$ cat src/common/touch_cfg_pkg.sv
// constants for the touch scan pacing and preprocessor configuration block
package touch_cfg_pkg;

	// ---------------------------------------------------------------
	// register byte addresses
	// ---------------------------------------------------------------
	localparam logic [7:0] ADDR_SCAN_CFG = 8'h00;
	localparam logic [7:0] ADDR_PREP_CFG = 8'h04;
	localparam logic [7:0] ADDR_CTRL = 8'h08;
	localparam logic [7:0] ADDR_STATUS = 8'h0c;
	localparam logic [7:0] ADDR_THR_LOW = 8'h10;
	localparam logic [7:0] ADDR_THR_HIGH = 8'h14;
	localparam logic [7:0] ADDR_AUX_DATA = 8'h18;
	localparam logic [7:0] ADDR_TEMP_DATA = 8'h1c;

	// ---------------------------------------------------------------
	// field layouts and reset values
	// ---------------------------------------------------------------
	localparam logic [15:0] SCAN_CFG_RESET = 16'h0000;
	localparam logic [15:0] PREP_CFG_RESET = 16'h0000;
	localparam logic [15:0] SCAN_CFG_MASK = 16'h0f07;
	localparam logic [15:0] PREP_CFG_MASK = 16'hffdf;
	localparam int TEST_MODE_LSB = 8;
	localparam int BATCH_LSB = 0;
	localparam int PIN_SEL_LSB = 14;
	localparam int FILT_COUNT_LSB = 12;
	localparam int FILT_WIN_LSB = 10;
	localparam int TEMP_ZONE_LSB = 8;
	localparam int AUX_ZONE_LSB = 6;
	localparam int AVG_EN_LSB = 0;
	localparam int CTRL_PEN_MODE_BIT = 15;
	localparam int CTRL_STOP_BIT = 14;
	localparam logic [3:0] FUNC_RESET = 4'h0;
	localparam logic [11:0] THR_RESET = 12'h000;
	localparam logic [11:0] DATA_RESET = 12'h000;
	localparam logic [3:0] FUNC_SCAN_XYZ = 4'h0;
	localparam logic [3:0] FUNC_SCAN_XY = 4'h1;

	// ---------------------------------------------------------------
	// timing
	// ---------------------------------------------------------------
	localparam int CLK_MHZ = 100;
	localparam int MS_IN_US = 1000;
	localparam int MS_CYCLES = CLK_MHZ * MS_IN_US;
	localparam logic [6:0] BATCH_MS_0 = 7'd0;
	localparam logic [6:0] BATCH_MS_1 = 7'd1;
	localparam logic [6:0] BATCH_MS_2 = 7'd2;
	localparam logic [6:0] BATCH_MS_3 = 7'd4;
	localparam logic [6:0] BATCH_MS_4 = 7'd10;
	localparam logic [6:0] BATCH_MS_5 = 7'd20;
	localparam logic [6:0] BATCH_MS_6 = 7'd40;
	localparam logic [6:0] BATCH_MS_7 = 7'd100;

	typedef enum logic [1:0] {SCAN_IDLE, SCAN_RUN, SCAN_WAIT} scan_state_e;

endpackage

$ cat src/hw/touch_scan_cfg.sv
// batch-paced scan scheduler, zone detection and configuration registers over apb
`timescale 1ns/1ns
`default_nettype none

module touch_scan_cfg #(
	parameter int MS_CYCLES_P = touch_cfg_pkg::MS_CYCLES
) (
	input wire logic clk_sys,
	input wire logic rstn,
	input wire logic psel,
	input wire logic penable,
	input wire logic pwrite,
	input wire logic [7:0] paddr,
	input wire logic [31:0] pwdata,
	output logic [31:0] prdata,
	output logic pready,
	output logic pslverr,
	input wire logic pen_touch_n,
	input wire logic set_done,
	input wire logic filter_busy,
	input wire logic aux_valid,
	input wire logic [11:0] aux_result,
	input wire logic temp_valid,
	input wire logic [11:0] temp_result,
	output logic scan_start,
	output logic scan_active,
	output logic touch_or_data_irq_pin,
	output logic [3:0] panel_test_mode,
	output logic [2:0] batch_delay_select,
	output logic [1:0] filter_sample_count,
	output logic [1:0] filter_window,
	output logic [4:0] avg_filter_enable
);
	import touch_cfg_pkg::*;

	// ---------------------------------------------------------------
	// helpers
	// ---------------------------------------------------------------
	function automatic logic [6:0] batch_ms(input logic [2:0] code);
		case (code)
			3'h0: batch_ms = BATCH_MS_0;
			3'h1: batch_ms = BATCH_MS_1;
			3'h2: batch_ms = BATCH_MS_2;
			3'h3: batch_ms = BATCH_MS_3;
			3'h4: batch_ms = BATCH_MS_4;
			3'h5: batch_ms = BATCH_MS_5;
			3'h6: batch_ms = BATCH_MS_6;
			default: batch_ms = BATCH_MS_7;
		endcase
	endfunction

	function automatic logic zone_ok(input logic [1:0] sel, input logic [11:0] val,
			input logic [11:0] lo, input logic [11:0] hi);
		case (sel)
			2'h1: zone_ok = val < lo;
			2'h2: zone_ok = (val >= lo) && (val <= hi);
			2'h3: zone_ok = val > hi;
			default: zone_ok = 1'b1;
		endcase
	endfunction

	// ---------------------------------------------------------------
	// registers and state
	// ---------------------------------------------------------------
	logic [15:0] scan_cfg_reg;
	logic [15:0] prep_cfg_reg;
	logic pen_mode_reg;
	logic [3:0] func_reg;
	logic [11:0] thr_low_reg;
	logic [11:0] thr_high_reg;
	logic [11:0] aux_data_reg;
	logic [11:0] temp_data_reg;
	logic aux_avail_reg;
	logic temp_avail_reg;
	logic pen_meta_reg;
	logic pen_sync_n_reg;
	scan_state_e state_reg;
	logic [31:0] div_reg;
	logic [6:0] ms_left_reg;
	logic [31:0] rdata_next;
	logic addr_ok;
	logic access;
	logic wr_done;
	logic rd_done;
	logic touched;
	logic scan_func;
	logic ctrl_wr;
	logic stop_req;
	logic host_launch;
	logic dev_launch;
	logic delay_over;
	logic launch;
	logic busy;
	logic dav_any;

	assign access = psel && penable && !pready;
	assign wr_done = psel && penable && pready && pwrite && !pslverr;
	assign rd_done = psel && penable && pready && !pwrite && !pslverr;
	assign touched = !pen_sync_n_reg;
	assign scan_func = (func_reg == FUNC_SCAN_XYZ) || (func_reg == FUNC_SCAN_XY);
	assign ctrl_wr = wr_done && (paddr == ADDR_CTRL);
	assign stop_req = ctrl_wr && pwdata[CTRL_STOP_BIT];
	assign delay_over = (ms_left_reg == 7'd0);
	assign busy = (state_reg == SCAN_RUN) || filter_busy;
	assign dav_any = aux_avail_reg || temp_avail_reg;

	// ---------------------------------------------------------------
	// pen input synchroniser
	// ---------------------------------------------------------------
	always_ff @(posedge clk_sys) begin
		if (!rstn) begin
			pen_meta_reg <= 1'b1;
			pen_sync_n_reg <= 1'b1;
		end else begin
			pen_meta_reg <= pen_touch_n;
			pen_sync_n_reg <= pen_meta_reg;
		end
	end

	// ---------------------------------------------------------------
	// apb slave: one wait state, then answer
	// ---------------------------------------------------------------
	always_comb begin
		addr_ok = 1'b1;
		rdata_next = 32'h0000_0000;
		case (paddr)
			ADDR_SCAN_CFG: rdata_next[15:0] = scan_cfg_reg & SCAN_CFG_MASK;
			ADDR_PREP_CFG: rdata_next[15:0] = prep_cfg_reg & PREP_CFG_MASK;
			ADDR_CTRL: begin
				rdata_next[CTRL_PEN_MODE_BIT] = touched;
				rdata_next[CTRL_STOP_BIT] = !busy;
				rdata_next[3:0] = func_reg;
			end
			ADDR_STATUS: begin
				rdata_next[0] = aux_avail_reg && !filter_busy;
				rdata_next[1] = temp_avail_reg && !filter_busy;
				rdata_next[2] = !busy;
				rdata_next[3] = touched;
			end
			ADDR_THR_LOW: rdata_next[11:0] = thr_low_reg;
			ADDR_THR_HIGH: rdata_next[11:0] = thr_high_reg;
			ADDR_AUX_DATA: rdata_next[11:0] = aux_data_reg;
			ADDR_TEMP_DATA: rdata_next[11:0] = temp_data_reg;
			default: addr_ok = 1'b0;
		endcase
	end

	always_ff @(posedge clk_sys) begin
		if (!rstn) begin
			pready <= 1'b0;
			pslverr <= 1'b0;
			prdata <= 32'h0000_0000;
		end else begin
			pready <= access;
			pslverr <= access && !addr_ok;
			if (access) begin
				prdata <= rdata_next;
			end
		end
	end

	// ---------------------------------------------------------------
	// configuration registers
	// ---------------------------------------------------------------
	always_ff @(posedge clk_sys) begin
		if (!rstn) begin
			scan_cfg_reg <= SCAN_CFG_RESET;
			prep_cfg_reg <= PREP_CFG_RESET;
			pen_mode_reg <= 1'b0;
			func_reg <= FUNC_RESET;
			thr_low_reg <= THR_RESET;
			thr_high_reg <= THR_RESET;
		end else if (wr_done) begin
			case (paddr)
				ADDR_SCAN_CFG: scan_cfg_reg <= pwdata[15:0] & SCAN_CFG_MASK;
				ADDR_PREP_CFG: prep_cfg_reg <= pwdata[15:0] & PREP_CFG_MASK;
				ADDR_CTRL: begin
					pen_mode_reg <= pwdata[CTRL_PEN_MODE_BIT];
					func_reg <= pwdata[3:0];
				end
				ADDR_THR_LOW: thr_low_reg <= pwdata[11:0];
				ADDR_THR_HIGH: thr_high_reg <= pwdata[11:0];
				default: ;
			endcase
		end
	end

	assign panel_test_mode = scan_cfg_reg[TEST_MODE_LSB +: 4];
	assign batch_delay_select = scan_cfg_reg[BATCH_LSB +: 3];
	assign filter_sample_count = prep_cfg_reg[FILT_COUNT_LSB +: 2];
	assign filter_window = prep_cfg_reg[FILT_WIN_LSB +: 2];
	assign avg_filter_enable = prep_cfg_reg[AVG_EN_LSB +: 5];

	// ---------------------------------------------------------------
	// batch delay timer
	// ---------------------------------------------------------------
	// device scan armed by mode, code and pen touch
	assign dev_launch = pen_mode_reg && scan_func && touched;
	assign host_launch = ctrl_wr && !pwdata[CTRL_PEN_MODE_BIT] && !pwdata[CTRL_STOP_BIT]
		&& ((pwdata[3:0] == FUNC_SCAN_XYZ) || (pwdata[3:0] == FUNC_SCAN_XY)) && touched;
	assign launch = (state_reg == SCAN_IDLE && !stop_req && (dev_launch || host_launch))
		|| (state_reg == SCAN_WAIT && !stop_req && delay_over && touched);

	always_ff @(posedge clk_sys) begin
		if (!rstn) begin
			div_reg <= 32'd0;
			ms_left_reg <= 7'd0;
		end else if (launch) begin
			div_reg <= 32'd0;
			ms_left_reg <= batch_ms(batch_delay_select);
		end else if (!delay_over) begin
			if (div_reg == 32'(MS_CYCLES_P - 1)) begin
				div_reg <= 32'd0;
				ms_left_reg <= ms_left_reg - 7'd1;
			end else begin
				div_reg <= div_reg + 32'd1;
			end
		end
	end

	// ---------------------------------------------------------------
	// scan scheduler
	// ---------------------------------------------------------------
	always_ff @(posedge clk_sys) begin
		if (!rstn) begin
			state_reg <= SCAN_IDLE;
			scan_start <= 1'b0;
			scan_active <= 1'b0;
		end else begin
			scan_start <= launch;
			if (stop_req) begin
				state_reg <= SCAN_IDLE;
			end else begin
				case (state_reg)
					SCAN_IDLE: begin
						if (launch) begin
							state_reg <= SCAN_RUN;
						end
					end
					SCAN_RUN: begin
						// set end may be past delay
						if (set_done) begin
							state_reg <= SCAN_WAIT;
						end
					end
					SCAN_WAIT: begin
						if (launch) begin
							state_reg <= SCAN_RUN;
						end else if (delay_over || !touched) begin
							state_reg <= SCAN_IDLE;
						end
					end
					default: state_reg <= SCAN_IDLE;
				endcase
			end
			scan_active <= (state_reg != SCAN_IDLE) && !stop_req;
		end
	end

	// ---------------------------------------------------------------
	// zone detection and data flags
	// ---------------------------------------------------------------
	// results arrive already averaged
	always_ff @(posedge clk_sys) begin
		if (!rstn) begin
			aux_data_reg <= DATA_RESET;
			temp_data_reg <= DATA_RESET;
		end else begin
			if (aux_valid && zone_ok(prep_cfg_reg[AUX_ZONE_LSB +: 2], aux_result, thr_low_reg, thr_high_reg)) begin
				aux_data_reg <= aux_result;
			end
			if (temp_valid && zone_ok(prep_cfg_reg[TEMP_ZONE_LSB +: 2], temp_result, thr_low_reg, thr_high_reg)) begin
				temp_data_reg <= temp_result;
			end
		end
	end

	always_ff @(posedge clk_sys) begin
		if (!rstn) begin
			aux_avail_reg <= 1'b0;
			temp_avail_reg <= 1'b0;
		end else begin
			if (aux_valid && zone_ok(prep_cfg_reg[AUX_ZONE_LSB +: 2], aux_result, thr_low_reg, thr_high_reg)) begin
				aux_avail_reg <= 1'b1;
			end else if (rd_done && paddr == ADDR_AUX_DATA) begin
				aux_avail_reg <= 1'b0;
			end
			if (temp_valid && zone_ok(prep_cfg_reg[TEMP_ZONE_LSB +: 2], temp_result, thr_low_reg, thr_high_reg)) begin
				temp_avail_reg <= 1'b1;
			end else if (rd_done && paddr == ADDR_TEMP_DATA) begin
				temp_avail_reg <= 1'b0;
			end
		end
	end

	// ---------------------------------------------------------------
	// interrupt pin
	// ---------------------------------------------------------------
	always_ff @(posedge clk_sys) begin
		if (!rstn) begin
			touch_or_data_irq_pin <= 1'b1;
		end else begin
			case (prep_cfg_reg[PIN_SEL_LSB +: 2])
				2'h0: touch_or_data_irq_pin <= pen_sync_n_reg && dav_any;
				2'h2: touch_or_data_irq_pin <= pen_sync_n_reg;
				default: touch_or_data_irq_pin <= !dav_any;
			endcase
		end
	end

endmodule

`default_nettype wire

$ cat config.mk
export PLATFORM = sky130hd
export DESIGN_NAME = touch_scan_cfg
export DESIGN_NICKNAME = d
export VERILOG_FILES = /design/src/common/touch_cfg_pkg.sv /design/src/hw/touch_scan_cfg.sv
export SDC_FILE = /design/constraint.sdc
export NUM_CORES = 1
export LEC_CHECK = 0
export BUFFER_PORTS_ARGS = -buffer_cell sky130_fd_sc_hd__buf_2
export CORE_MARGIN = 5
export CORE_UTILIZATION = 51
export DETAILED_ROUTE_END_ITERATION = 8
export PLACE_DENSITY = 0.76
export SKIP_LAST_GASP = 1
export SLEW_MARGIN = 20
export SYNTH_ARGS = -nofsm -noshare
export SYNTH_HDL_FRONTEND = slang
export SYNTH_SLANG_ARGS = --single-unit
$ cat constraint.sdc
create_clock -name clk_sys -period 3 [get_ports clk_sys]
set_clock_uncertainty 0.2 [all_clocks]
set_input_delay 0.6 -clock clk_sys [delete_from_list [all_inputs] [get_ports clk_sys]]
set_output_delay 0.6 -clock clk_sys [all_outputs]
set_load 0.005 [all_outputs]
==> flow_metrics.py, run 1 <==
metrics = {
    "synth": {
        "ys_ff_latch": 141,
        "synthCells": 911,
        "synth_edf_count": 0,
        "yosys_warnings": 0,
        "async_flop_share": 0,
        "synthFlopType": "dfxtp_1",
        "yosysUniqueCellTypes": 57,
        "synth_area_per_cell_um2": 8.414,
        "synth_seq_area_share": 0.3683,
        "syn_area_um2": 7665,
    },
    "layout": {
        "final_area_um2": 8909,
        "final_util": 0.6083,
        "final_common_cell": "nand2_1",
        "largest_register_ff_count": 32,
        "syn_to_final_growth_pct": 16.23,
        "fillers": 1295,
        "drive_above_1_share": 0.1670,
        "layout_common_cells": "nand2_1 (154), dfxtp_1 (141), nor2_1 (99)",
        "diodes": 0,
        "nNetsFinal": 1119,
        "final_cells": 1190,
    },
    "placed_design": {
        "dpl-instance-area_um2": 8293,
        "place_ws_ns": -0.03410,
        "post-dp-hpwl_mm": 14.71,
        "dp_cells": 1160,
        "numPortBuffers": 94,
        "place.gp.congestion": 0.8934,
    },
    "worst_setup_path": {
        "crit_chain": "inv_1, ha_1, a21o_1, a221o_1, a221oi_1, nor3b_1, nor4b_4, buf_4, mux2i_1",
        "crit_family": "compound AO/OA/AOI/OAI gates",
        "critPathRequiredTime_ns": 3.15,
        "critPathMaxStageDelay_ns": 0.42,
        "worstPathArrival_ns": 2.93,
        "crit_type": "reg2reg",
        "critical_path.max_fanout": 7,
        "cp-end-kind": "register",
        "slowest_stage": "a221oi_1",
        "critPathLaunchType": "register",
        "worstPathBufferInverterCount": 2,
    },
    "floorplan": {
        "dieArea_um2": 17580,
        "io_pins": 127,
        "core_region_area_um2": 14640,
        "placementRows": 44,
        "initial_core_util": 0.5234,
        "dieHeight_um": 132.6,
        "die_w_um": 132.6,
    },
    "sta": {
        "fin_crit_sh": 0.9261,
        "finalMaxSlewViolations": 0,
        "max_freq_ghz": 0.3599,
        "rsz0062_at_grt": "false",
        "hold_violations": 0,
        "setup_ws_ns": 0.2218,
        "worst_pin_slew_ns": 0.5696,
        "final-setup-viol-count": 0,
        "slew_headroom": 0.6170,
        "period_minus_slack_ns": 2.778,
    },
    "cts": {
        "htreeDepth": 4,
        "hold_buffers": 0,
        "cts_resized": 0,
        "cts_tree": "done",
        "clk_latency_ns": 0.43,
        "clk_path_buf_depth": 2,
        "cts_made_buffers": 17,
        "clk_pin_slew_ns": 0.05,
        "root_buffer": "clkbuf_16",
        "cts.sinks": 141,
        "post_cts_buffers": 0,
    },
    "drt": {
        "route.detailed.drc": 0,
        "num_vias": 6721,
        "drtIter0Drc": 498,
        "drtPass1Iterations": 5,
        "drt_wl_total_mm": 19.85,
        "avgViaCountPerCell": 5.648,
        "routedWlPerCell_um": 16.68,
        "drt.antenna.violating_nets": 0,
    },
    "power": {
        "power.switching_mw": 0.9900,
        "p_comb_frac": 0.075,
        "pwr-share-clk": 0.496,
        "peakVddDrop_mv": 0.4890,
        "p_sw_frac": 0.2212,
        "cellPowerDensity_nw_per_um2": 502.3,
        "leakage_nw": 3.666,
        "p_total_mw": 4.475,
        "p_seq_frac": 0.428,
        "cell_internal_pwr_mw": 3.485,
    },
    "status": {
        "status": "finished, final reports clean",
    },
    "job": {
        "max-cap-violations": 0,
    },
    "global_routing": {
        "grt_usage": 0.2236,
        "overflow": 0,
        "grt_max_degree": 43,
        "antenna_found_initial": 0,
        "grt_pass1_vias": 6451,
        "grt_pass1_wl_mm": 31.92,
    },
    "min_path": {
        "hp-class": "in2reg",
    },
}
[synthesized netlist by cell type, drive strengths merged, types with 6 or more instances]
master / count / area share
mux2i: 57 / 0.074
mux4: 9 / 0.026
ha: 50 / 0.082
a22oi: 7 / 0.0069
nand4: 18 / 0.017
nor3: 15 / 0.0098
xnor2: 10 / 0.011
nor2: 99 / 0.048
a211oi: 6 / 0.0059
and2: 7 / 0.0057
or3: 7 / 0.0057
inv: 33 / 0.016
a21oi: 62 / 0.040
o21ai: 18 / 0.012
a221oi: 8 / 0.0091
dfxtp: 141 / 0.37
xor2: 24 / 0.027
clkbuf: 32 / 0.016
nand3: 26 / 0.018
nand2b: 8 / 0.0065
and3: 7 / 0.0057
nand2: 155 / 0.076
nor2b: 9 / 0.0073
buf: 35 / 0.031
[power groups by stage]
| stage | sequential [mW] | combinational (mW) | clock [mW] |
|---|---|---|---|
| 2_1_floorplan | 1.95 | 0.212 | 0 |
| 3_3_place_gp | 1.96 | 0.322 | 0 |
| 3_5_place_dp | 1.96 | 0.331 | 0 |
| 4_1_cts | 1.92 | 0.334 | 2.24 |
| 5_1_grt | 1.92 | 0.371 | 2.33 |
| 6_report | 1.92 | 0.336 | 2.22 |
[final timing paths]
| check | slack, ns | endpoint | depth (start not counted) | start |
|---|---|---|---|---|
| max | 0.22 | aux_data_reg[7]$_SDFFE_PN0P_ | 9 | thr_high_reg[5]$_SDFFE_PN0P_ |
| min | 0.17 | pen_meta_reg$_SDFF_PN1_ | 2 | pen_touch_n |
| min reg2reg | 0.22 | pen_sync_n_reg$_SDFF_PN1_ | 1 | pen_meta_reg$_SDFF_PN1_ |
| max reg2reg | 0.22 | aux_data_reg[7]$_SDFFE_PN0P_ | 9 | thr_high_reg[5]$_SDFFE_PN0P_ |
[through the flow]
| stage | TNS [ns] | hold slack (ns) |
|---|---|---|
| after floorplan | 0 | 0.1863 |
| after global placement | 0 | 0.2140 |
| after detailed placement | -0.2167 | 0.2065 |
| after CTS | 0 | 0.1683 |
| after global routing | 0 | 0.1738 |
| final | 0 | 0.1715 |
[kinds of logic (layout without fill, tap and decap cells)]
family / after synthesis / count (layout) / synth area share
buffers and inverters: 100 / 180 / 0.06268
other: 1 / 16 / 0.0004892
xor gates and xnor gates: 34 / 34 / 0.03885
DFF: 141 / 141 / 0.3683
adders and majority gates: 50 / 50 / 0.08162
AOI/OAI and AO/OA: 135 / 135 / 0.1110
muxes: 70 / 70 / 0.1068
and+or+nand+nor: 380 / 380 / 0.2303
[final cells by class]
class / count / area (um2) / area share
Multi-Input combinational cell: 685 / 4436 / 0.4979
Sequential cell: 141 / 2823 / 0.3169
Timing Repair Buffer: 117 / 680.7 / 0.07640
Clock buffer: 24 / 481.7 / 0.05407
Tap cell: 184 / 230.2 / 0.02584
Clock inverter: 6 / 133.9 / 0.01503
Inverter: 33 / 123.9 / 0.01390
[routing by layer]
metal	vias to the layer above	part of all wire	track usage
li1	3299	-	-
met1	3185	0.42	0.2678
met2	201	0.51	0.4024
met3	36	0.050	0.04328
met4	0	0.019	0.07217
met5	-	0	0
No activity file was read; power rests on OpenSTA's default activity.
==> inputs of run 2 (changes only) <==
--- a/config.mk
+++ b/config.mk
@@ -8,6 +8,8 @@
 export BUFFER_PORTS_ARGS = -buffer_cell sky130_fd_sc_hd__buf_2
+export CELL_PAD_IN_SITES_DETAIL_PLACEMENT = 2
+export CELL_PAD_IN_SITES_GLOBAL_PLACEMENT = 2
 export CORE_MARGIN = 5
-export CORE_UTILIZATION = 51
+export CORE_UTILIZATION = 31
 export DETAILED_ROUTE_END_ITERATION = 8
-export PLACE_DENSITY = 0.76
+export PLACE_DENSITY_LB_ADDON = 0.1
 export SKIP_LAST_GASP = 1
==> constraint.sdc (replaced) <==
create_clock -name clk_sys -period 3 [get_ports clk_sys]
set_clock_uncertainty 0.2 [all_clocks]
set_input_delay 0.15 -clock clk_sys [delete_from_list [all_inputs] [get_ports clk_sys]]
set_output_delay 0.15 -clock clk_sys [all_outputs]
set_load 0.005 [all_outputs]
==> run 2 against run 1 <==
Against the previous run: global-route usage shrank 3.5 points; utilization shrank 22 points; non-clock buffer count grew 46; register-to-register slack lost 0.06 ns; sequential power is essentially flat; via count grew 3.5%; sequential share of layout area shrank 2.1 points; clock-buffer cell count shrank 5; wire length grew 33%; first-iteration DRC count shrank 62%; worst setup slack lost 0.063 ns; critical path depth shrank 2; critical path type unchanged; critical endpoint is now ms_left_reg[1]$_SDFFE_PN0P_; largest power group unchanged.
==> flow_metrics.py, run 2 (synthesis gave the netlist of run 1 again) <==
metrics = {
    "layout": {
        "final_cells": 1378,
        "final_common_cell": "nand2_1",
        "final_area_um2": 9532,
        "final_util": 0.3919,
        "drive_above_1_share": 0.1651,
        "syn_to_final_growth_pct": 24.36,
        "diodes": 0,
        "largest_register_ff_count": 32,
        "layout_common_cells": "nand2_1 (154), dfxtp_1 (141), nor2_1 (99)",
        "nNetsFinal": 1165,
    },
    "worst_setup_path": {
        "r2r-start": "pready$_SDFF_PN0_",
        "crit_type": "reg2reg",
        "rr_endpoint": "ms_left_reg[1]$_SDFFE_PN0P_",
        "critPathRequiredTime_ns": 3.15,
        "r2r_cells": 7,
        "worstPathArrival_ns": 2.99,
        "critPathLaunchType": "register",
        "cp-end-kind": "register",
        "critical_path.max_fanout": 18,
        "slowest_stage": "or4_1",
        "r2r_slack_ns": 0.16,
        "critPathMaxStageDelay_ns": 0.65,
        "crit_chain": "and4b_1, nand2_2, or4_1, o31ai_4, nand4_4, or3_1, a21oi_1",
    },
    "cts": {
        "htreeDepth": 4,
        "clk_path_buf_depth": 2,
        "post_cts_buffers": 0,
        "cts_tree": "done",
        "cts.sinks": 141,
        "cts_made_buffers": 17,
        "clk_pin_slew_ns": 0.06,
        "clk_latency_ns": 0.43,
        "root_buffer": "clkbuf_16",
    },
    "sta": {
        "period_minus_slack_ns": 2.841,
        "worst_pin_slew_ns": 0.6673,
        "final-setup-viol-count": 0,
        "hold_slack_ns": 0.01805,
        "tns_ns": 0,
        "finalMaxSlewViolations": 0,
        "max_freq_ghz": 0.3520,
        "hold_violations": 0,
        "fin_crit_sh": 0.9470,
        "slew_headroom": 0.5539,
        "rsz0062_at_grt": "false",
    },
    "drt": {
        "num_vias": 6953,
        "drtIter0Drc": 191,
        "drt.antenna.violating_nets": 0,
        "avgViaCountPerCell": 5.046,
        "drt_wl_total_mm": 26.46,
        "route.detailed.drc": 0,
        "routedWlPerCell_um": 19.20,
        "drtPass1Iterations": 4,
    },
    "status": {
        "status": "finished, final reports clean",
    },
    "placed_design": {
        "dp_cells": 1300,
        "post-dp-hpwl_mm": 19.61,
        "place.gp.congestion": 0.7845,
        "dpl-instance-area_um2": 8468,
        "numPortBuffers": 94,
    },
    "floorplan": {
        "placementRows": 57,
        "die_w_um": 167.2,
        "dieHeight_um": 167.2,
        "dieArea_um2": 27970,
        "core_region_area_um2": 24320,
        "initial_core_util": 0.3152,
        "io_pins": 127,
    },
    "global_routing": {
        "overflow": 0,
        "grt_max_degree": 55,
        "grt_pass1_wl_mm": 41.79,
        "antenna_found_initial": 0,
        "grt_pass1_vias": 7579,
        "grt_usage": 0.1882,
    },
    "min_path": {
        "hold_end": "temp_avail_reg$_SDFFE_PN0P_",
        "hp-class": "in2reg",
        "min_path_cells": 4,
        "min_from": "pwrite",
    },
    "job": {
        "max-cap-violations": 0,
    },
    "power": {
        "cellPowerDensity_nw_per_um2": 472.6,
        "leakage_nw": 3.845,
        "peakVddDrop_mv": 0.2666,
    },
}
-- run 2: per-stage QoR --
stage / total power [mW] / setup WS, ns
after detailed placement: 2.317 / 0.2110
final: 4.504 / 0.1591
after global placement: 2.307 / 0.2542
after global routing: 4.680 / 0.006184
after CTS: 4.553 / 0.1187
after floorplan: 2.163 / 0.2786
-- run 2: cell type report --
class	count	area, um2
fill	2765	14790
multi-input combinational	685	4441
sequential	141	2823
timing repair buffer	163	1141
clock buffer	19	442.9
tap	324	405.4
clock inverter	13	155.1
inverter	33	123.9
-- run 2: routing by layer --
| metal | part of all wire | vias up | GRT usage |
|---|---|---|---|
| met3 | 0.021 | 24 | 0.02640 |
| met4 | 0.016 | 0 | 0.04834 |
| met2 | 0.54 | 79 | 0.3617 |
| met5 | 0 | - | 0 |
| li1 | - | 3394 | - |
| met1 | 0.42 | 3456 | 0.2180 |
-- run 2: worst max path at each step --
stage / start / end / slack (ns) / cells after the start
floorplan: thr_high_reg[5]$_SDFFE_PN0P_ / aux_data_reg[10]$_SDFFE_PN0P_ / 0.28 / 9
global placement: pready$_SDFF_PN0_ / ms_left_reg[1]$_SDFFE_PN0P_ / 0.25 / 7
detailed placement: pready$_SDFF_PN0_ / ms_left_reg[1]$_SDFFE_PN0P_ / 0.21 / 7
CTS: pready$_SDFF_PN0_ / ms_left_reg[1]$_SDFFE_PN0P_ / 0.12 / 7
global route: pready$_SDFF_PN0_ / ms_left_reg[1]$_SDFFE_PN0P_ / 0.006 / 7
finish: pready$_SDFF_PN0_ / ms_left_reg[1]$_SDFFE_PN0P_ / 0.16 / 7
-- run 2: where the power goes --
| group | switching, mW | leakage, nW | internal, mW | total (mW) |
|---|---|---|---|---|
| clock | 0.920 | 0.283 | 1.27 | 2.19 |
| sequential | 0.0173 | 1.14 | 1.90 | 1.92 |
| combinational | 0.227 | 2.42 | 0.174 | 0.401 |
| total | 1.16 | 3.85 | 3.34 | 4.50 |
-- run 2: repair_timing --
item                                   CTS  global route
endpoints found under the hold margin   84             0
setup endpoints to repair                0             1
hold buffers                            46             0
resized for setup                        0             1
-- run 2: worst max-delay path, delay by kind of cell (launching register included) --
kind / cells / cell delay (ns)
AO/OA/AOI/OAI: 2 / 0.46
flip-flops: 1 / 0.35
AND/OR/NAND/NOR: 5 / 1.74
